`src/dssm_regs.vh`:
```
// Constants for the display source select and monitor block
`ifndef DSSM_REGS_VH
`define DSSM_REGS_VH
// =====================================================
// APB register map (byte addresses)
`define DSSM_ADDR_CTRL 12'h000
`define DSSM_ADDR_STAT 12'h004
`define DSSM_ADDR_WORD 12'h008
`define DSSM_ADDR_LATCH 12'h00C
`define DSSM_ADDR_BITS 12
// CTRL fields
`define DSSM_CTRL_EXT 0
`define DSSM_CTRL_CHECK 1
`define DSSM_CTRL_IN 2
`define DSSM_CTRL_PRES 3
`define DSSM_CTRL_RECALL 4
`define DSSM_CTRL_INHIBIT 5
`define DSSM_CTRL_SAVED 6
`define DSSM_CTRL_WIDTH 7
// STAT fields
`define DSSM_STAT_CODE_LO 0
`define DSSM_STAT_CODE_HI 2
`define DSSM_STAT_FAULT 3
`define DSSM_STAT_PANEL_DIS 4
`define DSSM_STAT_CLK_ALT 5
// =====================================================
// Selector codes
`define DSSM_SEL_EXT 3'h1
`define DSSM_SEL_CHECK 3'h3
`define DSSM_SEL_IN 3'h5
`define DSSM_SEL_PRES 3'h6
`define DSSM_SEL_RECALL 3'h7
`define DSSM_SEL_NONE 3'h0
// =====================================================
// Frame layout
`define DSSM_SYNC_MASK 8'hFC
`define DSSM_SYNC_VAL 8'h7C
`define DSSM_FRAME_COUNT 40
`define DSSM_CNT_BITS 6
`define DSSM_WORD_BITS 32
// Word 0 id bits inside the shift register, and fields of the latch
`define DSSM_ID_LO 12
`define DSSM_ID_HI 15
`define DSSM_BIT_FCE 31
`define DSSM_USER_LO 16
`define DSSM_USER_HI 19
// =====================================================
// Timing
`define DSSM_CLK_NS 10
`define DSSM_STROBE_NS 5000
`define DSSM_CLKLOSS_NS 4000
`endif

```
`src/dssm_framer.v`:
```
// Sync code detector and 40-period frame-end counter
`timescale 1ns/1ns
`include "dssm_regs.vh"
module dssm_framer #(
   parameter CNT = `DSSM_FRAME_COUNT
) (
   input wire clock_in,
   input wire nrst_in,
   input wire bit_tick_in,
   input wire data_in,
   output reg frame_end_out,
   output reg spurious_out
);
   reg [7:0] shift_reg;
   reg run_reg;
   reg [`DSSM_CNT_BITS-1:0] cnt_reg;
   wire [7:0] shift_next;
   wire five_ones;
   wire sync_ok;
   assign shift_next = {shift_reg[6:0], data_in};
   // Oldest bit first: 0 then five ones, then 01 or 10
   assign five_ones = (shift_next[5:0] == 6'h1F);
   assign sync_ok = ((shift_next & `DSSM_SYNC_MASK) == `DSSM_SYNC_VAL)
      && (shift_next[1] ^ shift_next[0]);
   always @(posedge clock_in or negedge nrst_in) begin
      if (!nrst_in) begin
         shift_reg <= 8'h00;
         run_reg <= 1'b0;
         cnt_reg <= {`DSSM_CNT_BITS{1'b0}};
         frame_end_out <= 1'b0;
         spurious_out <= 1'b0;
      end else begin
         frame_end_out <= 1'b0;
         spurious_out <= 1'b0;
         if (bit_tick_in) begin
            shift_reg <= shift_next;
            if (sync_ok) begin
               run_reg <= 1'b1;
               cnt_reg <= {`DSSM_CNT_BITS{1'b0}};
            end else if (run_reg && five_ones) begin
               run_reg <= 1'b0;
               spurious_out <= 1'b1;
            end else if (run_reg) begin
               if (cnt_reg == CNT[`DSSM_CNT_BITS-1:0] - 6'h01) begin
                  run_reg <= 1'b0;
                  frame_end_out <= 1'b1;
               end else begin
                  cnt_reg <= cnt_reg + 6'h01;
               end
            end
         end
      end
   end
endmodule // dssm_framer

```
`src/dssm_top.v`:
```
// Display source selector, strobe generator and revertive monitor
// Operation
// - fixed priority recall preserve in check external
// - three-bit code, valid bit, two-bit select
// - invalid code blocks data and clock
// - select code routes one source pair
// - check in recall raise preserve
// - check waits for save, panel disabled
// - in waits for save then transfer
// - recall saves, routes store, self-clears
// - low strobe at frame end, gated
// - header zero, five ones, 01/10
// - forty bits after header, frame end
// - revertive data into 32-bit shifter
// - word 0 at frame end loads latch
// - word 0 when id bits zero
// - monitor has own detector and counter
// - display inhibit delayed two frames
// - line fault from three causes
// - indicators from latched word bits
// - user bits on open-collector outputs
// - control clock replaces absent revertive
// - data-present gates revertive clock off
// - external data uses control clock
// - stray five ones cancels frame end
// - frame end clears check and recall
`timescale 1ns/1ns
`include "dssm_regs.vh"
module dssm_top #(
   parameter STROBE_CYC = (`DSSM_STROBE_NS + `DSSM_CLK_NS - 1) / `DSSM_CLK_NS,
   parameter LOSS_CYC = `DSSM_CLKLOSS_NS / `DSSM_CLK_NS
) (
   input wire clock_in,
   input wire nrst_in,
   input wire psel_in,
   input wire penable_in,
   input wire pwrite_in,
   input wire [`DSSM_ADDR_BITS-1:0] paddr_in,
   input wire [31:0] pwdata_in,
   output reg [31:0] prdata_out,
   output wire pready_out,
   output wire pslverr_out,
   input wire source_data_channel_zero_in,
   input wire rev_data_in,
   input wire xfer_data_in,
   input wire store_data_in,
   input wire ctrl_clk_in,
   input wire rev_clk_in,
   input wire xfer_clk_in,
   input wire rev_data_absent_in,
   output reg disp_data_out,
   output reg disp_clk_out,
   output reg disp_strobe_n_out,
   output reg monitor_load_out,
   output reg line_fault_out,
   output reg [7:0] indicators_out,
   output wire [3:0] user_fn_out,
   output wire [3:0] user_fn_oe_out,
   output wire panel_disable_out
);
   // =====================================================
   // Pin synchronisers
   // All link pins are asynchronous to clock_in: two stages each,
   // and only the second stage is read by any logic.
   reg [6:0] s1_reg;
   reg [6:0] s2_reg;
   always @(posedge clock_in or negedge nrst_in) begin
      if (!nrst_in) begin
         s1_reg <= 7'h00;
         s2_reg <= 7'h00;
      end else begin
         s1_reg <= {rev_data_absent_in, xfer_clk_in, rev_clk_in,
            ctrl_clk_in, store_data_in, xfer_data_in, rev_data_in};
         s2_reg <= s1_reg;
      end
   end
   wire s_data_rev = s2_reg[0];
   wire s_data_xfer = s2_reg[1];
   wire s_data_store = s2_reg[2];
   wire s_clk_ctrl = s2_reg[3];
   wire s_clk_rev = s2_reg[4];
   wire s_clk_xfer = s2_reg[5];
   wire s_gate_off = s2_reg[6];
   reg s_ext_reg;
   reg s_ext2_reg;
   always @(posedge clock_in or negedge nrst_in) begin
      if (!nrst_in) begin
         s_ext_reg <= 1'b0;
         s_ext2_reg <= 1'b0;
      end else begin
         s_ext_reg <= source_data_channel_zero_in;
         s_ext2_reg <= s_ext_reg;
      end
   end
   // =====================================================
   // Revertive clock presence and substitution
   reg [3:0] clk_d_reg;
   reg [15:0] loss_reg;
   wire rev_edge = s_clk_rev & ~clk_d_reg[0];
   wire rev_present = (loss_reg < LOSS_CYC[15:0]);
   always @(posedge clock_in or negedge nrst_in) begin
      if (!nrst_in) begin
         clk_d_reg <= 4'h0;
         loss_reg <= 16'hFFFF;
      end else begin
         clk_d_reg <= {s_clk_xfer, s_clk_ctrl, s_clk_rev, s_clk_rev};
         if (rev_edge)
            loss_reg <= 16'h0000;
         else if (loss_reg != 16'hFFFF)
            loss_reg <= loss_reg + 16'h0001;
      end
   end
   wire ctrl_clk = s_clk_ctrl;
   wire ctrl_edge = s_clk_ctrl & ~clk_d_reg[2];
   wire xfer_edge = s_clk_xfer & ~clk_d_reg[3];
   // data-present input gates clock
   // The edge that ends an absence already counts as revertive, so
   // the first bit after a quiet spell is not lost to the substitute.
   // Limitation: a control edge in that same cycle is dropped instead.
   wire rev_live = rev_present | rev_edge;
   wire mon_clk = s_gate_off ? 1'b0 : (rev_live ? s_clk_rev : ctrl_clk);
   wire mon_edge = s_gate_off ? 1'b0 : (rev_live ? rev_edge : ctrl_edge);
   // =====================================================
   // Control register and select latches
   reg [`DSSM_CTRL_WIDTH-1:0] ctrl_reg;
   reg check_reg;
   reg recall_reg;
   reg pres_reg;
   reg disp_end;
   wire wr = psel_in & penable_in & pwrite_in;
   wire wr_ctrl = wr && (paddr_in == `DSSM_ADDR_CTRL);
   wire w_check = wr_ctrl & pwdata_in[`DSSM_CTRL_CHECK];
   wire sel_in = ctrl_reg[`DSSM_CTRL_IN];
   wire sel_ext = ctrl_reg[`DSSM_CTRL_EXT];
   // Only a fresh in request asks for a save; rewriting the bit
   // together with saved must not raise preserve again.
   wire w_in = wr_ctrl & pwdata_in[`DSSM_CTRL_IN] & ~sel_in;
   wire w_recall = wr_ctrl & pwdata_in[`DSSM_CTRL_RECALL];
   wire w_saved = wr_ctrl & pwdata_in[`DSSM_CTRL_SAVED];
   // Select latches are set by a one in the written word; the
   // display frame end clears check and recall, and a set wins.
   always @(posedge clock_in or negedge nrst_in) begin
      if (!nrst_in) begin
         ctrl_reg <= {`DSSM_CTRL_WIDTH{1'b0}};
         check_reg <= 1'b0;
         recall_reg <= 1'b0;
         pres_reg <= 1'b0;
      end else begin
         if (wr_ctrl)
            ctrl_reg <= pwdata_in[`DSSM_CTRL_WIDTH-1:0];
         if (w_check)
            check_reg <= 1'b1;
         else if (disp_end)
            check_reg <= 1'b0;
         if (w_recall)
            recall_reg <= 1'b1;
         else if (disp_end)
            recall_reg <= 1'b0;
         if (w_check | w_in | w_recall |
               (wr_ctrl & pwdata_in[`DSSM_CTRL_PRES]))
            pres_reg <= 1'b1;
         else if (w_saved | (recall_reg & disp_end))
            pres_reg <= 1'b0;
      end
   end
   // =====================================================
   // Priority encoder and source multiplexer
   // Levels 2 and 4 are unused, so neither is decoded
   reg [2:0] code;
   always @* begin
      if (recall_reg)
         code = `DSSM_SEL_RECALL;
      else if (pres_reg)
         code = `DSSM_SEL_PRES;
      else if (sel_in)
         code = `DSSM_SEL_IN;
      else if (check_reg)
         code = `DSSM_SEL_CHECK;
      else if (sel_ext)
         code = `DSSM_SEL_EXT;
      else
         code = `DSSM_SEL_NONE;
   end
   // low bit valid, upper bits select
   wire select_valid_bit = code[0];
   wire [1:0] sel2 = code[2:1];
   reg mux_d;
   reg mux_c;
   reg mux_e;
   always @* begin
      case (sel2)
         2'h0: begin
            mux_d = s_ext2_reg;
            mux_c = ctrl_clk;
            mux_e = ctrl_edge;
         end
         2'h1: begin
            mux_d = s_data_rev;
            mux_c = mon_clk;
            mux_e = mon_edge;
         end
         2'h2: begin
            mux_d = s_data_xfer;
            mux_c = s_clk_xfer;
            mux_e = xfer_edge;
         end
         default: begin
            mux_d = s_data_store;
            mux_c = ctrl_clk;
            mux_e = ctrl_edge;
         end
      endcase
   end
   wire disp_tick = select_valid_bit & mux_e;
   assign panel_disable_out = check_reg & pres_reg;
   // =====================================================
   // Display framer and strobe
   wire disp_end_w;
   dssm_framer u_disp (
      .clock_in(clock_in),
      .nrst_in(nrst_in),
      .bit_tick_in(disp_tick),
      .data_in(mux_d),
      .frame_end_out(disp_end_w),
      .spurious_out()
   );
   // Strobe length is counted in system clocks, so it follows
   // STROBE_CYC rather than the link rate.
   reg [15:0] strobe_reg;
   always @(posedge clock_in or negedge nrst_in) begin
      if (!nrst_in) begin
         disp_data_out <= 1'b0;
         disp_clk_out <= 1'b0;
         disp_end <= 1'b0;
         strobe_reg <= 16'h0000;
         disp_strobe_n_out <= 1'b1;
      end else begin
         disp_data_out <= select_valid_bit & mux_d;
         disp_clk_out <= select_valid_bit & mux_c;
         disp_end <= disp_end_w & select_valid_bit;
         if (disp_end_w & select_valid_bit)
            strobe_reg <= STROBE_CYC[15:0];
         else if (strobe_reg != 16'h0000)
            strobe_reg <= strobe_reg - 16'h0001;
         disp_strobe_n_out <= ~((disp_end_w & select_valid_bit) |
            (strobe_reg > 16'h0001));
      end
   end
   // =====================================================
   // Revertive monitor path
   // separate monitor framer
   wire mon_end;
   wire mon_spur;
   dssm_framer u_mon (
      .clock_in(clock_in),
      .nrst_in(nrst_in),
      .bit_tick_in(mon_edge),
      .data_in(s_data_rev),
      .frame_end_out(mon_end),
      .spurious_out(mon_spur)
   );
   // Shifter and latch are one word wide; the latch holds until
   // the next accepted word 0.
   reg [`DSSM_WORD_BITS-1:0] word_reg;
   reg [`DSSM_WORD_BITS-1:0] latch_reg;
   reg [1:0] inh_reg;
   reg [15:0] hold_reg;
   always @(posedge clock_in or negedge nrst_in) begin
      if (!nrst_in) begin
         word_reg <= {`DSSM_WORD_BITS{1'b0}};
         latch_reg <= {`DSSM_WORD_BITS{1'b0}};
         inh_reg <= 2'h0;
         monitor_load_out <= 1'b0;
         hold_reg <= 16'h0000;
         line_fault_out <= 1'b0;
         indicators_out <= 8'h00;
      end else begin
         if (mon_edge)
            word_reg <= {word_reg[`DSSM_WORD_BITS-2:0], s_data_rev};
         if (mon_end)
            inh_reg <= {inh_reg[0], ctrl_reg[`DSSM_CTRL_INHIBIT]};
         // load on word 0 at frame end
         monitor_load_out <= mon_end & ~inh_reg[1] &
            (word_reg[`DSSM_ID_HI:`DSSM_ID_LO] == 4'h0);
         if (monitor_load_out)
            latch_reg <= word_reg;
         // error bit, spurious sync, revertive clock loss
         // Hold stands in for the slow decay of the fault lamp, so a
         // single-cycle cause stays visible for STROBE_CYC + 1 cycles.
         if (latch_reg[`DSSM_BIT_FCE] | mon_spur | ~rev_present)
            hold_reg <= STROBE_CYC[15:0];
         else if (hold_reg != 16'h0000)
            hold_reg <= hold_reg - 16'h0001;
         line_fault_out <= latch_reg[`DSSM_BIT_FCE] | mon_spur |
            ~rev_present | (hold_reg != 16'h0000);
         indicators_out <= {latch_reg[31:28], latch_reg[25:23],
            latch_reg[21]};
      end
   end
   // user bits, open collector
   // Pin is pulled low while its enable is high
   assign user_fn_out = 4'h0;
   assign user_fn_oe_out = latch_reg[`DSSM_USER_HI:`DSSM_USER_LO];
   // =====================================================
   // APB read side, zero wait states
   // Every register answers in the access cycle; unmapped reads
   // give zero and unmapped writes are dropped.
   assign pready_out = 1'b1;
   assign pslverr_out = 1'b0;
   wire [31:0] stat_word;
   assign stat_word[`DSSM_STAT_CODE_HI:`DSSM_STAT_CODE_LO] = code;
   assign stat_word[`DSSM_STAT_FAULT] = line_fault_out;
   assign stat_word[`DSSM_STAT_PANEL_DIS] = panel_disable_out;
   assign stat_word[`DSSM_STAT_CLK_ALT] = ~rev_present;
   assign stat_word[31:`DSSM_STAT_CLK_ALT+1] = 26'h0;
   always @* begin
      case (paddr_in)
         `DSSM_ADDR_CTRL: prdata_out = {25'h0, ctrl_reg};
         `DSSM_ADDR_STAT: prdata_out = stat_word;
         `DSSM_ADDR_WORD: prdata_out = word_reg;
         `DSSM_ADDR_LATCH: prdata_out = latch_reg;
         default: prdata_out = 32'h0000_0000;
      endcase
   end
endmodule // dssm_top

```
`config.mk`:
```
export PLATFORM = sky130hd
export DESIGN_NAME = dssm_top
export DESIGN_NICKNAME = d
export VERILOG_FILES = /design/src/dssm_framer.v /design/src/dssm_top.v
export VERILOG_INCLUDE_DIRS = /design/src
export SDC_FILE = /design/constraint.sdc
export NUM_CORES = 1
export LEC_CHECK = 0
export BUFFER_PORTS_ARGS = -buffer_cell sky130_fd_sc_hd__buf_2
export CELL_PAD_IN_SITES_DETAIL_PLACEMENT = 0
export CELL_PAD_IN_SITES_GLOBAL_PLACEMENT = 1
export CORE_MARGIN = 5
export CORE_UTILIZATION = 50
export DETAILED_ROUTE_END_ITERATION = 7
export PLACE_DENSITY = 0.95
export SYNTH_ARGS = -nofsm -noshare
export SYNTH_HDL_FRONTEND = slang
export SYNTH_HIERARCHICAL = 1
export SYNTH_SLANG_ARGS = --single-unit
```
`constraint.sdc`:
```
create_clock -name clock_in -period 5 [get_ports clock_in]
set_input_delay 1.5 -clock clock_in [delete_from_list [all_inputs] [get_ports clock_in]]
set_output_delay 1.5 -clock clock_in [all_outputs]
set_load 0.03 [all_outputs]
```
**Word-level counts from Yosys, hierarchy flattened**

Cells that the tools add are included.

- Flip-flop bits (word level): 189
- Output and inout port bits: 56
- Word-level logic and storage cells: 164

- Add/subtract/negate cells: 5
- Order comparisons: 2
- Equal/unequal tests: 16
- Mux-type cells: 53
- Bitwise gates (word level): 37
- Reductions and logical operators: 20

Operator list:

| kind | count |
|---|---|
| $pmux W32 S4 | 1 |
| $mux W16 | 6 |
| $mux W6 | 8 |
| $reduce_bool A16 Y1 | 2 |
| $sub A16 B1 Y16 const B | 2 |
| $mux W1 | 31 |
| $eq A12 B4 Y1 const B | 2 |
| $eq A6 B5 Y1 const B | 4 |
| $and A1 B1 Y1 | 19 |
| $add A16 B1 Y16 const B | 1 |
| $gt A16 B1 Y1 const B | 1 |
| $lt A16 B9 Y1 const B | 1 |
| $ne A16 B16 Y1 const B | 1 |
| $reduce_bool A2 Y1 | 8 |
| $add A6 B1 Y6 const B | 2 |
| $eq A12 B3 Y1 const B | 1 |
| $eq A6 B6 Y1 const B | 2 |
| $logic_not A12 Y1 | 1 |
| $mux W3 | 3 |
| $or A1 B1 Y1 | 9 |
| $ne A2 B1 Y1 const B | 4 |
| $reduce_and A4 Y1 | 2 |
| $not A1 Y1 | 7 |
| $logic_and A1 B1 Y1 | 5 |
| other kinds (8) | 10 |

**Depth between registers and ports, before layout**

- Depth in word-level cells: 12
- Mapped depth: 12
- Depth with buffers taken out: 11

**Hierarchy**

The synthesis kept the hierarchy.

By module, submodules not included:

| module | times used | cells each | area an instance (µm²) | seq. area each (µm²) |
|---|---|---|---|---|
| dssm_top | 1 | 586 | 7045.5 | 3950.0 |
| dssm_framer | 2 | 69 | 777.0 | 400.4 |

**Worst setup path after synthesis**

OpenSTA, ideal clock, no wires.

- Path kind: input -> output
- Start: in paddr_in[7]
- End: out prdata_out[2]
- Data arrival time: 2.910 ns
- Setup slack: 0.590 ns
- Cell stages on the path: 4
- Buffers on the path: 1
- Path through: nor4_1 nand3_1 clkbuf_1 a221oi_1

- Cells in the longest elaborated chain, start to end: 2

Ends and longest elaborated chain:

| element | line | RTL |
|---|---|---|
| start, declared | dssm_top.v:38 | `` input wire [`DSSM_ADDR_BITS-1:0] paddr_in, `` |
| $eq A12 B4 Y1 (tied with other cells) | dssm_top.v:317 | `case (paddr_in)` |
| $pmux W32 S4 * | dssm_top.v:317 |  |
| end, declared | dssm_top.v:40 | `output reg [31:0] prdata_out,` |

Mark *: on every way between the ends. The rest lies on a longest branch, timed or not.

**Worst setup path in the final report**

- Start: in paddr_in[7]
- End: out prdata_out[10]

The elaborated chain is that of the path after synthesis.

==> flow_summary.json <==
{
  "final_cell_mix": "dfrtp_1, mux2_2, buf_2",
  "die_h_um": 141,
  "grt_max_degree": 110,
  "grt_pass1_vias": 5806,
  "end_kind": "primary output",
  "n_antenna_cell": 0,
  "relSlewSlack_pct": 28.7,
  "worst_skew_pair.late_latency_ns": 0.43,
  "rows": 47,
  "slew_violations": 0,
  "finalClockSkew_ns": 0.00986,
  "endpoint": "prdata_out[10]",
  "placed_area_sq_mm": 0.00916,
  "drc": 0,
  "via_count": 5851,
  "yosys_warnings": 6,
  "netlist_area_sq_mm": 0.00856,
  "cts_setup_buffers": 0,
  "crit_path_start": "paddr_in[7]",
  "core_area_sq_mm": 0.0167,
  "wire_per_inst_um": 16.4,
  "hold_viol_final": 0,
  "first_pass_iters": 4,
  "finalCriticalPeriod_ns": 4.65,
  "gr-total-overflow": 0,
  "p_sw_share_pct": 31.1,
  "cp_cell_sequence": "buf_2 > nor4_1 > nand3_1 > nor3b_2 > buf_4 > a22o_1 > buf_2",
  "antenna_found_initial": 1,
  "reg2reg_slack_ns": 1.62,
  "cts_tree": "yes",
  "clockRootBuffer": "clkbuf_16",
  "p_leak_uw": 0.00457,
  "reg2reg_depth": 11,
  "cap_viol_max_count": 0,
  "pwr-share-clk_pct": 31.9,
  "r2r-start": "ctrl_reg[2]$_DFFE_PN0N_",
  "final_common_cell": "dfrtp_1",
  "cts_resized": 0,
  "max_clock_freq_ghz": 0.215,
  "seq_power_share_pct": 50.1,
  "dieArea_sq_mm": 0.0198,
  "worstSetupStartpointType": "input pin",
  "path_max_fanout": 14,
  "setup_violations": 0,
  "htree_levels": 4,
  "crit_slowest_cell": "nand3_1",
  "tightest_slew_ns": 1.07,
  "boundaryPins": 113,
  "status": "finished clean",
  "grt_usage_pct": 17.7,
  "crit_top_cell": "buf_2",
  "r2r-end": "u_disp/cnt_reg[5]$_DFFE_PN0P_",
  "fillers": 1388,
  "whs_ns": 0.348,
  "p_sw_uw": 1260,
  "combPwrFrac_pct": 18.0,
  "areaGrowthSynthToFinish_pct": 13.6,
  "cts_hold_buf": 0,
  "cpPeakStageDelay_ns": 0.35,
  "vdd_drop_max_v": 0.000269,
  "vias_per_cell": 5.66,
  "gp_congestion": 0.839,
  "clockBufferDepth": 2,
  "p_int_uw": 2790,
  "fp.dieW_um": 141,
  "grt_pass1_wl_um": 28800,
  "clk_pin_slew_worst_paths_ns": 0.07,
  "power_density_mw_per_mm2": 417,
  "fin_setup_tns_ns": 0,
  "syn_avg_cell_area_sq_um": 11.9,
  "crit_type": "in2out",
  "drive_gt1_share_pct": 29.9,
  "nets": 869,
  "start_util_pct": 51.3,
  "clkSinkCount": 188,
  "netlist_instances": 722,
  "final_area_sq_mm": 0.00973,
  "post-route-period-util_pct": 93.0,
  "drt_wl_total_um": 17000,
  "required_ns": 3.50,
  "drt_iter0_markers": 385,
  "cp_data_arrival_time_ns": 3.15,
  "rsz0062_at_grt": "no",
  "cts_buffers": 17,
  "hpwl_um": 11600,
  "hp-class": "reg2reg",
  "io_buffers": 81,
  "postRouteAntennaNets": 0
}
[how the worst min path moves through the flow]
| stage | start | end | slack [ns] | depth (start not counted) |
|---|---|---|---|---|
| floorplan | s1_reg[0]$_DFF_PN0_ | s2_reg[0]$_DFF_PN0_ | 0.33 | 0 |
| global placement | s1_reg[1]$_DFF_PN0_ | s2_reg[1]$_DFF_PN0_ | 0.33 | 0 |
| detailed placement | s1_reg[2]$_DFF_PN0_ | s2_reg[2]$_DFF_PN0_ | 0.33 | 0 |
| CTS | s1_reg[6]$_DFF_PN0_ | s2_reg[6]$_DFF_PN0_ | 0.35 | 0 |
| global route | s1_reg[6]$_DFF_PN0_ | s2_reg[6]$_DFF_PN0_ | 0.36 | 0 |
| finish | s1_reg[6]$_DFF_PN0_ | s2_reg[6]$_DFF_PN0_ | 0.35 | 0 |
[metal layers]
metal  GRT usage, %  wire, um
met5              0        18
met2           28.3      8190
met1           24.7      7770
met3           3.62       731
met4           5.20       241
[power groups by stage]
stage	sequential [uW]	combinational [uW]	clock, uW
CTS	2030	738	1320
detailed placement	2050	734	0
global route	2080	833	1390
floorplan	1990	597	0
global placement	2050	704	0
finish	2030	729	1290
[cell type report]
| type | count | area (sq um) | area share (%) |
|---|---|---|---|
| Sequential cell | 188 | 4730 | 48.6 |
| Multi-Input combinational cell | 484 | 3600 | 37.0 |
| Timing Repair Buffer | 92 | 497 | 5.11 |
| Clock buffer | 19 | 443 | 4.55 |
| Tap cell | 220 | 275 | 2.83 |
| Clock inverter | 13 | 123 | 1.26 |
| Inverter | 17 | 63.8 | 0.656 |
[stage by stage]
step / util (%) / cells / setup WS (ns) / total power [uW]
global route: 58.2 / 1033 / 0.201 / 4300
detailed placement: 54.9 / 1001 / 0.331 / 2790
finish: 58.2 / 1033 / 0.349 / 4060
global placement: 54.9 / 1001 / 0.396 / 2750
CTS: 58.2 / 1033 / 0.342 / 4090
floorplan: - / 726 / 0.590 / 2590
[worst max-delay path, delay by kind of cell]
kind                   cells  cell delay, ns
and+or+nand+nor            3            0.94
buffers and inverters      3            0.53
AOI/OAI and AO/OA          1            0.17
No activity file was read; power rests on OpenSTA's default activity.
